--- src/pkg/power_fifo_pkg.sv ---
// Shared constants and types of the power control and sample queue register bank.
// Assumes a byte-wide register port with 7-bit addresses and one clock of 50 MHz.
package power_fifo_pkg;

    // ------------------------------------------------------------------
    // Register addresses and field positions
    // ------------------------------------------------------------------
    localparam logic [6:0] ADDR_POWER_PRIMARY = 7'h6b;
    localparam logic [6:0] ADDR_AXIS_POWER = 7'h6c;
    localparam logic [6:0] ADDR_COUNT_HIGH = 7'h72;
    localparam logic [6:0] ADDR_COUNT_LOW = 7'h73;
    localparam logic [6:0] ADDR_DATA_PORT = 7'h74;
    localparam logic [6:0] ADDR_IDENTITY = 7'h75;
    localparam int SOFT_RESET_BIT = 7;
    localparam int SLEEP_BIT = 6;
    localparam int CYCLE_BIT = 5;
    localparam int STANDBY_BIT = 4;
    localparam int TEMP_PD_BIT = 3;
    localparam logic [2:0] CLOCK_SOURCE_SELECT_OSC = 3'h0;
    localparam logic [2:0] CLOCK_SOURCE_SELECT_OSC_ALT = 3'h6;
    localparam logic [2:0] CLOCK_SOURCE_SELECT_STOP = 3'h7;
    localparam logic [7:0] POWER_PRIMARY_RESET = 8'h00;
    localparam logic [7:0] AXIS_POWER_RESET = 8'h00;
    localparam logic [7:0] AXIS_POWER_MASK = 8'h3f;

    // ------------------------------------------------------------------
    // Queue and sensor byte layout
    // ------------------------------------------------------------------
    localparam int DATA_W = 8;
    localparam int QUEUE_DEPTH = 8;
    localparam int COUNT_W = 13;
    localparam int FIRST_SENSOR_REG = 59;
    localparam int LAST_SENSOR_REG = 96;
    localparam int SENSOR_BYTES = LAST_SENSOR_REG - FIRST_SENSOR_REG + 1;
    localparam int ACCEL_FIRST = 0;
    localparam int TEMP_FIRST = 6;
    localparam int RATE_FIRST = 8;
    localparam int EXT_FIRST = 14;
    localparam int EXT_BYTES = SENSOR_BYTES - EXT_FIRST;
    localparam int FLAG_TEMP = 7;
    localparam int FLAG_RATE_X = 6;
    localparam int FLAG_ACCEL = 3;

    // ------------------------------------------------------------------
    // Timing of the cycled wake-up
    // ------------------------------------------------------------------
    localparam int CLK_MHZ = 50;
    localparam int WAKE_BASE_US = 1000;
    localparam int WAKE_BASE_CYCLES = WAKE_BASE_US * CLK_MHZ;

    typedef struct packed {
        logic rd;
        logic wr;
        logic [6:0] addr;
        logic [7:0] wdata;
    } reg_req_t;

    typedef struct packed {
        logic sleep;
        logic cycle_active;
        logic low_power;
        logic clock_halt;
        logic use_pll;
        logic rate_drive_on;
        logic [2:0] rate_sense_on;
        logic temp_ref_on;
        logic [2:0] accel_on;
    } power_status_t;

    typedef enum logic [0:0] {SEQ_IDLE, SEQ_SCAN} seq_state_t;

endpackage

--- src/rtl/power_fifo_access_regs.sv ---
// Power control register bank with the sample queue access port and identity register.
// Assumes host requests arrive synchronous to i_sys_clk, one at most per cycle.
//
// Contract
// RULE1: Writing one to bit 7 of power primary restores all defaults; bit self-clears.
// RULE2: Sleep bit puts device asleep; after OTP load it takes doze default.
// RULE3: Cycle bit with sleep and standby clear alternates sleep and single samples.
// RULE4: Cycling with all accel axes off still wakes but takes no sample.
// RULE5: Rate standby keeps gyro drive and PLL on, sense paths off.
// RULE6: Temp reference power-down switches off the temperature generator and converter.
// RULE7: Clock codes 0,6 oscillator; 1-5 PLL when ready; 7 stops timing.
// RULE8: After OTP load, clock select bit 0 takes inverse of doze default.
// RULE9: Axis power bits 5..3 disable accel X,Y,Z; bits 2..0 gyro X,Y,Z.
// RULE10: Host enters accel-only mode: cycle, clear sleep, temp off, gyros off.
// RULE11: Accel-only mode powers all off except serial port, waking accel periodically.
// RULE12: Byte count is 13 bits: high register bits 4:0, low register bits 7:0.
// RULE13: Reading count high latches both bytes; host reads high before low.
// RULE14: Data port read pops one byte; data port write pushes one byte.
// RULE15: Each sample tick pushes enabled sensor bytes 59..96 in ascending order.
// RULE16: A sensor byte is pushed only when its enable flag is set.
// RULE17: Queue overflow sets the overrun flag.
// RULE18: Overflow drops oldest byte unless full policy set, then drops new byte.
// RULE19: Empty data port read returns the last byte read.
// RULE20: Host checks byte count before reading the data port.
// RULE21: Read-only 8-bit identity register at address 117.
// RULE22: Queue enable allows queue operation; clear blocks serial queue access.
// RULE23: Writes to count and identity registers are ignored.
`timescale 1ns/1ps

// ----------------------------------------------------------------------
// Byte queue
// ----------------------------------------------------------------------
module byte_queue #(
    parameter int WIDTH = 8,
    parameter int DEPTH = 8
) (
    input wire logic i_sys_clk,
    input wire logic i_reset,
    input wire logic i_flush,
    input wire logic i_in_valid,
    output logic o_in_ready,
    input wire logic [WIDTH-1:0] i_in_data,
    output logic o_out_valid,
    input wire logic i_out_ready,
    output logic [WIDTH-1:0] o_out_data,
    output logic [$clog2(DEPTH+1)-1:0] o_count
);
    localparam int PTR_W = $clog2(DEPTH);
    localparam int CNT_W = $clog2(DEPTH + 1);
    localparam logic [CNT_W-1:0] FULL_COUNT = CNT_W'(DEPTH);
    localparam logic [PTR_W-1:0] LAST_PTR = PTR_W'(DEPTH - 1);

    typedef struct packed {
        logic [DEPTH-1:0][WIDTH-1:0] mem;
        logic [PTR_W-1:0] wr_ptr;
        logic [PTR_W-1:0] rd_ptr;
        logic [CNT_W-1:0] count;
    } queue_state_t;

    queue_state_t q_reg;
    queue_state_t q_next;
    logic do_push;
    logic do_pop;

    // A full queue still takes a byte when one leaves in the same cycle.
    assign o_out_valid = (q_reg.count != '0);
    assign o_in_ready = (q_reg.count != FULL_COUNT) || i_out_ready;
    assign o_out_data = q_reg.mem[q_reg.rd_ptr];
    assign o_count = q_reg.count;
    assign do_push = i_in_valid && o_in_ready;
    assign do_pop = i_out_ready && o_out_valid;

    // Pointer and count update.
    always_comb
    begin
        q_next = q_reg;
        if (do_push)
        begin
            q_next.mem[q_reg.wr_ptr] = i_in_data;
            q_next.wr_ptr = (q_reg.wr_ptr == LAST_PTR) ? '0 : q_reg.wr_ptr + 1'b1;
        end
        if (do_pop)
        begin
            q_next.rd_ptr = (q_reg.rd_ptr == LAST_PTR) ? '0 : q_reg.rd_ptr + 1'b1;
        end
        if (do_push && !do_pop)
        begin
            q_next.count = q_reg.count + 1'b1;
        end
        else if (do_pop && !do_push)
        begin
            q_next.count = q_reg.count - 1'b1;
        end
        if (i_flush)
        begin
            q_next.wr_ptr = '0;
            q_next.rd_ptr = '0;
            q_next.count = '0;
        end
    end

    // State register.
    always_ff @(posedge i_sys_clk)
    begin
        if (i_reset)
        begin
            q_reg <= '0;
        end
        else
        begin
            q_reg <= q_next;
        end
    end
endmodule

// ----------------------------------------------------------------------
// Register bank
// ----------------------------------------------------------------------
module power_fifo_access_regs #(
    parameter logic [7:0] IDENTITY_VALUE = 8'h5a, // Arbitrary value.
    parameter int WAKE_BASE_COUNT = power_fifo_pkg::WAKE_BASE_CYCLES
) (
    input wire logic i_sys_clk,
    input wire logic i_reset,
    input wire power_fifo_pkg::reg_req_t i_reg_req,
    output logic [7:0] o_reg_rdata,
    output logic o_reg_ack,
    input wire logic i_otp_load_done,
    input wire logic i_powerup_doze_default,
    input wire logic i_pll_ready,
    input wire logic [3:0] i_accel_wake_rate,
    input wire logic i_queue_enable,
    input wire logic i_queue_full_policy,
    input wire logic [7:0] i_queue_source_flags,
    input wire logic [power_fifo_pkg::EXT_BYTES-1:0] i_ext_byte_enable,
    input wire logic i_sample_tick,
    input wire logic [power_fifo_pkg::SENSOR_BYTES-1:0][7:0] i_sensor_bytes,
    input wire logic i_overrun_clear,
    output logic o_queue_overrun_flag,
    output logic o_wake_pulse,
    output logic o_accel_sample_pulse,
    output power_fifo_pkg::power_status_t o_status
);
    localparam int CNT_W = $clog2(power_fifo_pkg::QUEUE_DEPTH + 1);
    localparam logic [CNT_W-1:0] FULL_COUNT = CNT_W'(power_fifo_pkg::QUEUE_DEPTH);
    localparam logic [5:0] LAST_IDX = 6'(power_fifo_pkg::SENSOR_BYTES - 1);
    localparam logic [15:0] BASE_LAST = 16'(WAKE_BASE_COUNT - 1);

    typedef struct packed {
        logic [7:0] power_primary;
        logic [7:0] axis_power;
        logic [power_fifo_pkg::COUNT_W-1:0] count_latch;
        logic [7:0] last_read;
        logic [7:0] rdata;
        logic ack;
        logic overrun;
        power_fifo_pkg::seq_state_t seq;
        logic [5:0] idx;
        logic [15:0] base_cnt;
        logic [11:0] wake_cnt;
        logic wake;
        logic sample;
        power_fifo_pkg::power_status_t status;
    } bank_state_t;

    localparam bank_state_t RESET_STATE = '{
        power_primary: power_fifo_pkg::POWER_PRIMARY_RESET,
        axis_power: power_fifo_pkg::AXIS_POWER_RESET,
        seq: power_fifo_pkg::SEQ_IDLE,
        default: '0
    };

    bank_state_t s_reg;
    bank_state_t s_next;
    logic soft_reset;
    logic host_pop;
    logic host_push;
    logic seq_push;
    logic push_req;
    logic discard;
    logic overflow;
    logic queue_full;
    logic in_valid;
    logic in_ready;
    logic out_valid;
    logic [7:0] out_data;
    logic [7:0] push_data;
    logic [CNT_W-1:0] queue_count;
    logic [power_fifo_pkg::COUNT_W-1:0] live_count;
    logic byte_on;

    // Whether sensor byte idx is selected for the queue.
    function automatic logic byte_selected(input logic [5:0] idx, input logic [7:0] flags,
                                           input logic [power_fifo_pkg::EXT_BYTES-1:0] ext);
        int i;
        logic sel;
        i = int'(idx);
        sel = 1'b0;
        if (i < power_fifo_pkg::TEMP_FIRST)
            sel = flags[power_fifo_pkg::FLAG_ACCEL];
        else if (i < power_fifo_pkg::RATE_FIRST)
            sel = flags[power_fifo_pkg::FLAG_TEMP];
        else if (i < power_fifo_pkg::EXT_FIRST)
            sel = flags[power_fifo_pkg::FLAG_RATE_X - (i - power_fifo_pkg::RATE_FIRST) / 2];
        else if (i < power_fifo_pkg::SENSOR_BYTES)
            sel = ext[i - power_fifo_pkg::EXT_FIRST];
        return sel;
    endfunction

    byte_queue #(
        .WIDTH(power_fifo_pkg::DATA_W),
        .DEPTH(power_fifo_pkg::QUEUE_DEPTH)
    ) u_queue (
        .i_sys_clk(i_sys_clk),
        .i_reset(i_reset),
        .i_flush(soft_reset),
        .i_in_valid(in_valid),
        .o_in_ready(in_ready),
        .i_in_data(push_data),
        .o_out_valid(out_valid),
        .i_out_ready(host_pop || discard),
        .o_out_data(out_data),
        .o_count(queue_count)
    );

    // Host access decode; queue traffic only while the queue is enabled.
    assign soft_reset = i_reg_req.wr && (i_reg_req.addr == power_fifo_pkg::ADDR_POWER_PRIMARY)
                        && i_reg_req.wdata[power_fifo_pkg::SOFT_RESET_BIT]; // RULE1
    assign host_pop = i_reg_req.rd && (i_reg_req.addr == power_fifo_pkg::ADDR_DATA_PORT)
                      && i_queue_enable && out_valid; // RULE14 RULE22
    assign host_push = i_reg_req.wr && (i_reg_req.addr == power_fifo_pkg::ADDR_DATA_PORT)
                       && i_queue_enable; // RULE14 RULE22
    assign byte_on = byte_selected(s_reg.idx, i_queue_source_flags, i_ext_byte_enable); // RULE16
    assign seq_push = (s_reg.seq == power_fifo_pkg::SEQ_SCAN) && byte_on && !host_push;
    assign push_req = host_push || seq_push;
    assign push_data = host_push ? i_reg_req.wdata : i_sensor_bytes[s_reg.idx];
    assign queue_full = (queue_count == FULL_COUNT);
    // When full, drop the oldest byte unless the policy keeps old data.
    assign discard = push_req && queue_full && !host_pop && !i_queue_full_policy; // RULE18
    assign overflow = push_req && queue_full && !host_pop; // RULE17
    assign in_valid = push_req && !soft_reset && (!queue_full || host_pop || discard);
    assign live_count = power_fifo_pkg::COUNT_W'(queue_count); // RULE12

    // Next-state logic of the whole bank, power status decode included.
    always_comb
    begin
        logic [7:0] p;
        logic [7:0] a;
        logic halt;
        s_next = s_reg;
        p = 8'h00;
        a = 8'h00;
        halt = 1'b0;
        s_next.ack = 1'b0;
        s_next.wake = 1'b0;
        s_next.sample = 1'b0;
        // Register reads.
        if (i_reg_req.rd)
        begin
            s_next.ack = 1'b1;
            case (i_reg_req.addr)
                power_fifo_pkg::ADDR_POWER_PRIMARY:
                    s_next.rdata = s_reg.power_primary;
                power_fifo_pkg::ADDR_AXIS_POWER:
                    s_next.rdata = s_reg.axis_power & power_fifo_pkg::AXIS_POWER_MASK;
                power_fifo_pkg::ADDR_COUNT_HIGH:
                begin
                    s_next.count_latch = live_count; // RULE13
                    s_next.rdata = {3'h0, live_count[12:8]}; // RULE12
                end
                power_fifo_pkg::ADDR_COUNT_LOW:
                    s_next.rdata = s_reg.count_latch[7:0]; // RULE13
                power_fifo_pkg::ADDR_DATA_PORT:
                begin
                    if (host_pop)
                    begin
                        s_next.rdata = out_data;
                        s_next.last_read = out_data;
                    end
                    else
                    begin
                        s_next.rdata = s_reg.last_read; // RULE19
                    end
                end
                power_fifo_pkg::ADDR_IDENTITY:
                    s_next.rdata = IDENTITY_VALUE; // RULE21
                default:
                    s_next.rdata = 8'h00;
            endcase
        end
        // Register writes; count and identity addresses take none.
        if (i_reg_req.wr)
        begin
            s_next.ack = 1'b1;
            case (i_reg_req.addr)
                power_fifo_pkg::ADDR_POWER_PRIMARY:
                    s_next.power_primary = {1'b0, i_reg_req.wdata[6:0]};
                power_fifo_pkg::ADDR_AXIS_POWER:
                    s_next.axis_power = i_reg_req.wdata & power_fifo_pkg::AXIS_POWER_MASK; // RULE9
                default:
                    s_next.power_primary = s_reg.power_primary; // RULE23
            endcase
        end
        // Power-up defaults delivered by the one-time-programmable load.
        if (i_otp_load_done)
        begin
            s_next.power_primary[power_fifo_pkg::SLEEP_BIT] = i_powerup_doze_default; // RULE2
            s_next.power_primary[0] = !i_powerup_doze_default; // RULE8
        end
        // Overrun flag: a new overflow wins over a clear in the same cycle.
        if (i_overrun_clear)
            s_next.overrun = 1'b0;
        if (overflow)
            s_next.overrun = 1'b1; // RULE17
        // Sequencer pushes the selected sensor bytes in ascending order.
        case (s_reg.seq)
            power_fifo_pkg::SEQ_IDLE:
            begin
                if (i_sample_tick && i_queue_enable)
                begin
                    s_next.seq = power_fifo_pkg::SEQ_SCAN; // RULE15
                    s_next.idx = 6'h00;
                end
            end
            power_fifo_pkg::SEQ_SCAN:
            begin
                if (!host_push && (!byte_on || in_ready || i_queue_full_policy))
                begin
                    s_next.idx = s_reg.idx + 6'h01; // RULE15
                    if (s_reg.idx == LAST_IDX)
                        s_next.seq = power_fifo_pkg::SEQ_IDLE;
                end
            end
            default:
                s_next.seq = power_fifo_pkg::SEQ_IDLE;
        endcase
        // Soft reset returns the whole bank to its defaults and still acknowledges.
        if (soft_reset)
        begin
            s_next = RESET_STATE; // RULE1
            s_next.ack = 1'b1;
        end
        // Power status decode from the next control values, so it follows each write.
        p = s_next.power_primary;
        a = s_next.axis_power;
        halt = (p[2:0] == power_fifo_pkg::CLOCK_SOURCE_SELECT_STOP); // RULE7
        s_next.status.sleep = p[power_fifo_pkg::SLEEP_BIT]; // RULE2
        s_next.status.clock_halt = halt;
        s_next.status.use_pll = !halt && (p[2:0] != power_fifo_pkg::CLOCK_SOURCE_SELECT_OSC)
                                && (p[2:0] != power_fifo_pkg::CLOCK_SOURCE_SELECT_OSC_ALT) && i_pll_ready;
        s_next.status.cycle_active = p[power_fifo_pkg::CYCLE_BIT] && !halt
                                     && !p[power_fifo_pkg::SLEEP_BIT]
                                     && !p[power_fifo_pkg::STANDBY_BIT]; // RULE3
        s_next.status.low_power = s_next.status.cycle_active && p[power_fifo_pkg::TEMP_PD_BIT]
                                  && (a[2:0] == 3'h7); // RULE11
        s_next.status.rate_drive_on = !p[power_fifo_pkg::SLEEP_BIT] && !halt
                                      && !s_next.status.low_power; // RULE5
        s_next.status.rate_sense_on = (!p[power_fifo_pkg::SLEEP_BIT] && !halt
                                      && !p[power_fifo_pkg::STANDBY_BIT]) ? ~a[2:0] : 3'h0; // RULE5
        s_next.status.temp_ref_on = !p[power_fifo_pkg::TEMP_PD_BIT]
                                    && !p[power_fifo_pkg::SLEEP_BIT] && !halt; // RULE6
        s_next.status.accel_on = (!p[power_fifo_pkg::SLEEP_BIT] && !halt
                                 && !s_next.status.cycle_active) ? ~a[5:3] : 3'h0; // RULE9
        // Cycled wake-up divider; the base tick divides further by two to the rate, and by 4096 for rates 12 to 15.
        // It runs after the decode, and a soft reset leaves cycling off, so it only clears.
        if (s_next.status.cycle_active)
        begin
            if (s_reg.base_cnt == BASE_LAST)
            begin
                s_next.base_cnt = 16'h0000;
                if (s_reg.wake_cnt == ((12'h001 << i_accel_wake_rate) - 12'h001))
                begin
                    s_next.wake_cnt = 12'h000;
                    s_next.wake = 1'b1; // RULE3
                    s_next.sample = (s_reg.axis_power[5:3] != 3'h7); // RULE4
                end
                else
                begin
                    s_next.wake_cnt = s_reg.wake_cnt + 12'h001;
                end
            end
            else
            begin
                s_next.base_cnt = s_reg.base_cnt + 16'h0001;
            end
        end
        else
        begin
            s_next.base_cnt = 16'h0000;
            s_next.wake_cnt = 12'h000;
        end
    end

    // State register.
    always_ff @(posedge i_sys_clk)
    begin
        if (i_reset)
        begin
            s_reg <= RESET_STATE;
        end
        else
        begin
            s_reg <= s_next;
        end
    end

    // Outputs straight from the state register.
    assign o_reg_rdata = s_reg.rdata;
    assign o_reg_ack = s_reg.ack;
    assign o_queue_overrun_flag = s_reg.overrun;
    assign o_wake_pulse = s_reg.wake;
    assign o_accel_sample_pulse = s_reg.sample;
    assign o_status = s_reg.status;
endmodule
--- config.mk ---
export PLATFORM = sky130hd
export DESIGN_NAME = power_fifo_access_regs
export DESIGN_NICKNAME = d
export VERILOG_FILES = /design/src/pkg/power_fifo_pkg.sv /design/src/rtl/power_fifo_access_regs.sv
export SDC_FILE = /design/constraint.sdc
export NUM_CORES = 1
export LEC_CHECK = 0
export ABC_CLOCK_PERIOD_IN_PS = 12030
export BUFFER_PORTS_ARGS = -buffer_cell sky130_fd_sc_hd__buf_2
export CAP_MARGIN = 15
export CORE_MARGIN = 5
export CORE_UTILIZATION = 45
export DETAILED_ROUTE_END_ITERATION = 16
export GPL_TIMING_DRIVEN = 0
export PLACE_DENSITY = 0.75
export SLEW_MARGIN = 15
export SYNTH_ARGS = -nofsm -noshare
export SYNTH_HDL_FRONTEND = slang
export SYNTH_HIERARCHICAL = 1
export SYNTH_SLANG_ARGS = --single-unit
export TNS_END_PERCENT = 1
--- constraint.sdc ---
create_clock -name i_sys_clk -period 12.03 [get_ports i_sys_clk]
set_input_delay 2.406 -clock i_sys_clk [delete_from_list [all_inputs] [get_ports i_sys_clk]]
set_output_delay 2.406 -clock i_sys_clk [all_outputs]
set_load 0.02 [all_outputs]
==> reports/results.txt <==
vias after detailed routing: 11090
Worst Hold Path Cells: 2
max FFs per register: 70
post-synth cell types: 79
first-pass GRT wire length: 68.60 mm
core area: 0.02432 mm²
row count: 57
Post-Route WL: 46.72 mm
Final Util: 0.5783
IO Count: 391
GPL Wtd Cong: 0.9901
Final Hold Vio Count: 0
total track usage: 0.3247
Post-CTS Hold Fix Bufs: 0
EDFF count, synth: 0
final setup skew: 16.58 ps
crit-path max FO: 10
Max Slew Vio Count: 0
status: finished, final reports clean
ys flop type: dfxtp_1
post-DR vias/cell: 5.974
cts repair resizes: 0
largest net degree at the start of global routing: 17
power density over the cells: 94.40 mW/mm²
Final setup viols: 0
Synth Warn #: 6
DR iter-0 viols: 1130
period utilisation layout: 0.5371
crit path kind: reg2reg
Mapped Cells: 1114
Seq/Total Area, Yosys: 0.2840
die height: 167.3 µm
endpoint class of the critical path: flip-flop
Yosys reg bits: 158
layout cells sized above 1: 0.4178
synth-to-layout area growth: 26.27%
clk root buf: clkbuf_16
setup TNS: 0 ps
hpwl dp: 38.76 mm
Async SR Flop Fraction: 0
CTS Buf Count: 17
reg-to-reg startpoint: s_reg[43]$_SDFFE_PP0P_
drt pass-1 iters: 6
Syn Area/Cell: 9.998 µm²
Initial Util: 0.4580
DRC viols: 0
final worst slack: 5569 ps
minimum clock period: 6461 ps
CTS sink count: 158
worst-case clock buffer depth: 2
GRT Residual Overflow: 0
Antenna Nets Post-Route: 0
post-CTS setup-driven buffer insertion count: 0
Hold Path Class: reg2reg
Die W: 167.3 µm
peak supply drop: 100.9 µV
Worst Reg-to-Reg Cells: 22
syn_nets: 1498
Hold Path Sink: o_reg_rdata[2]$_SDFFE_PP0P_
clk_lat worst skew: 430 ps
hold path start: o_reg_rdata[2]$_SDFFE_PP0P_
fmax: 0.1548 GHz
unrepaired setup endpoints after global routing: no
CP Launch Type: flip-flop
Reg2Reg Setup Slack: 5570 ps
clock-pin slew on the worst setup and hold paths: 60 ps
H-tree level count: 4
average wire per standard cell: 25.16 µm
Critical Path RT: 12350 ps
Nets: 1904
Mapped Area: 0.01114 mm²
CP Data Arrival Time: 6780 ps
initial antenna violation count: 13
vias in the first global route: 10870
CTS tree: built
Die ar.: 0.02800 mm²
worst relative slew slack: 0.3303
Crit Reg-Reg Endpoint: u_queue/o_count[3]$_SDFFE_PP0P_
actual slew at the worst max-slew pin: 1005 ps
leakage power: 5.890 nW
dpl ws: 5339 ps
Max-Cap Viols: 0
Port-buffer cells: 387
==> Yosys cell counts, types with 22 or more instances <==
cell	instances	area share
nor3_1	22	0.0099
mux2i_1	95	0.085
nor2_1	139	0.047
buf_4	27	0.018
nand3_1	29	0.013
a21oi_1	70	0.031
dfxtp_1	158	0.28
nand2_1	62	0.021
buf_2	27	0.012
inv_1	27	0.0091
clkbuf_1	50	0.017
mux4_2	106	0.21
==> kinds of logic (layout without fill, tap and decap cells) <==
family	Yosys count	in the layout	synth area share
muxes	217	217	0.3226
and+or+nand+nor	376	376	0.1737
DFF	158	158	0.2840
buffers and inverters	146	564	0.06864
AOI/OAI and AO/OA	175	175	0.1113
adders and majority gates	18	18	0.02089
other	0	1	0
xor gates and xnor gates	24	24	0.01887
==> layer usage <==
metal	vias up	part of all wire	global-route usage
met5	-	0.00060	0
met4	6	0.024	0.07092
met3	76	0.11	0.1056
met2	696	0.46	0.5234
met1	5352	0.40	0.4301
li1	4963	-	-
==> placed cells by master (no fill, tap or decap), types with 16 or more instances in the layout <==
cell	synthesis	routed
mux2i_1	95	95
nand2b_1	17	17
nand2_1	62	62
clkbuf_1	50	52
nor2_1	139	139
inv_1	27	27
dfxtp_1	158	158
nand3_1	29	29
a21oi_1	70	70
nor3_1	22	22
mux4_2	106	106
buf_2	27	414
buf_4	27	27
ha_1	17	17
o21ai_0	16	16
clkbuf_16	0	17
==> worst max-delay path, stage by stage, from the launching register on <==
cell and delay (ps):
dfxtp_1 510, buf_6 220, buf_4 260, buf_2 390
buf_2 370, nand2_1 110, ha_1 360, mux4_2 510
mux2_2 280, a21oi_1 270, o21ai_0 190, o21ai_0 390
o22ai_1 240, nand2b_1 340, o21ai_0 450, inv_1 90
ha_1 220, inv_1 140, ha_1 290, a21oi_1 220
a211o_1 180, a211oi_1 70, a31o_2 230
==> worst max path at each step <==
stage | start | end | slack [ps] | depth (start not counted)
after detailed placement | i_queue_source_flags[3] | u_queue/o_count[3]$_SDFFE_PP0P_ | 5340 | 17
after global placement | i_queue_source_flags[3] | u_queue/o_count[3]$_SDFFE_PP0P_ | 5410 | 17
final | s_reg[43]$_SDFFE_PP0P_ | u_queue/o_count[3]$_SDFFE_PP0P_ | 5570 | 22
after floorplan | i_queue_source_flags[7] | u_queue/o_count[3]$_SDFFE_PP0P_ | 6150 | 16
after CTS | s_reg[43]$_SDFFE_PP0P_ | u_queue/o_count[3]$_SDFFE_PP0P_ | 5570 | 22
after global routing | s_reg[43]$_SDFFE_PP0P_ | u_queue/o_count[3]$_SDFFE_PP0P_ | 5060 | 22
==> stage by stage <==
stage	instances	instance area, µm²	total power, mW	hold slack [ps]
4_1_cts	1856	14060	1.326	477.7
2_1_floorplan	1114	11140	0.6826	438.2
5_1_grt	1857	14060	1.371	492.7
3_5_place_dp	1825	13480	0.7986	459.2
3_3_place_gp	1825	13480	0.7955	460.7
6_report	1857	14060	1.328	476.1
==> where the power goes <==
part           total [mW]  internal [mW]  switching [mW]
registers           0.534          0.529         0.00497
clock network       0.533          0.312           0.221
logic               0.260          0.129           0.132
==> final cells by class <==
cell class                      count  area (µm²)
Antenna cell                        1       2.502
Buffer                            119       663.1
Clock buffer                       20       446.7
Clock inverter                     11       135.1
Fill cell                        2181       10250
Inverter                           27       101.3
Multi-Input combinational cell    810        7211
Sequential cell                   158        3163
Tap cell                          324       405.4
Timing Repair Buffer              387        1937
Power figures use the tool's default switching activity.
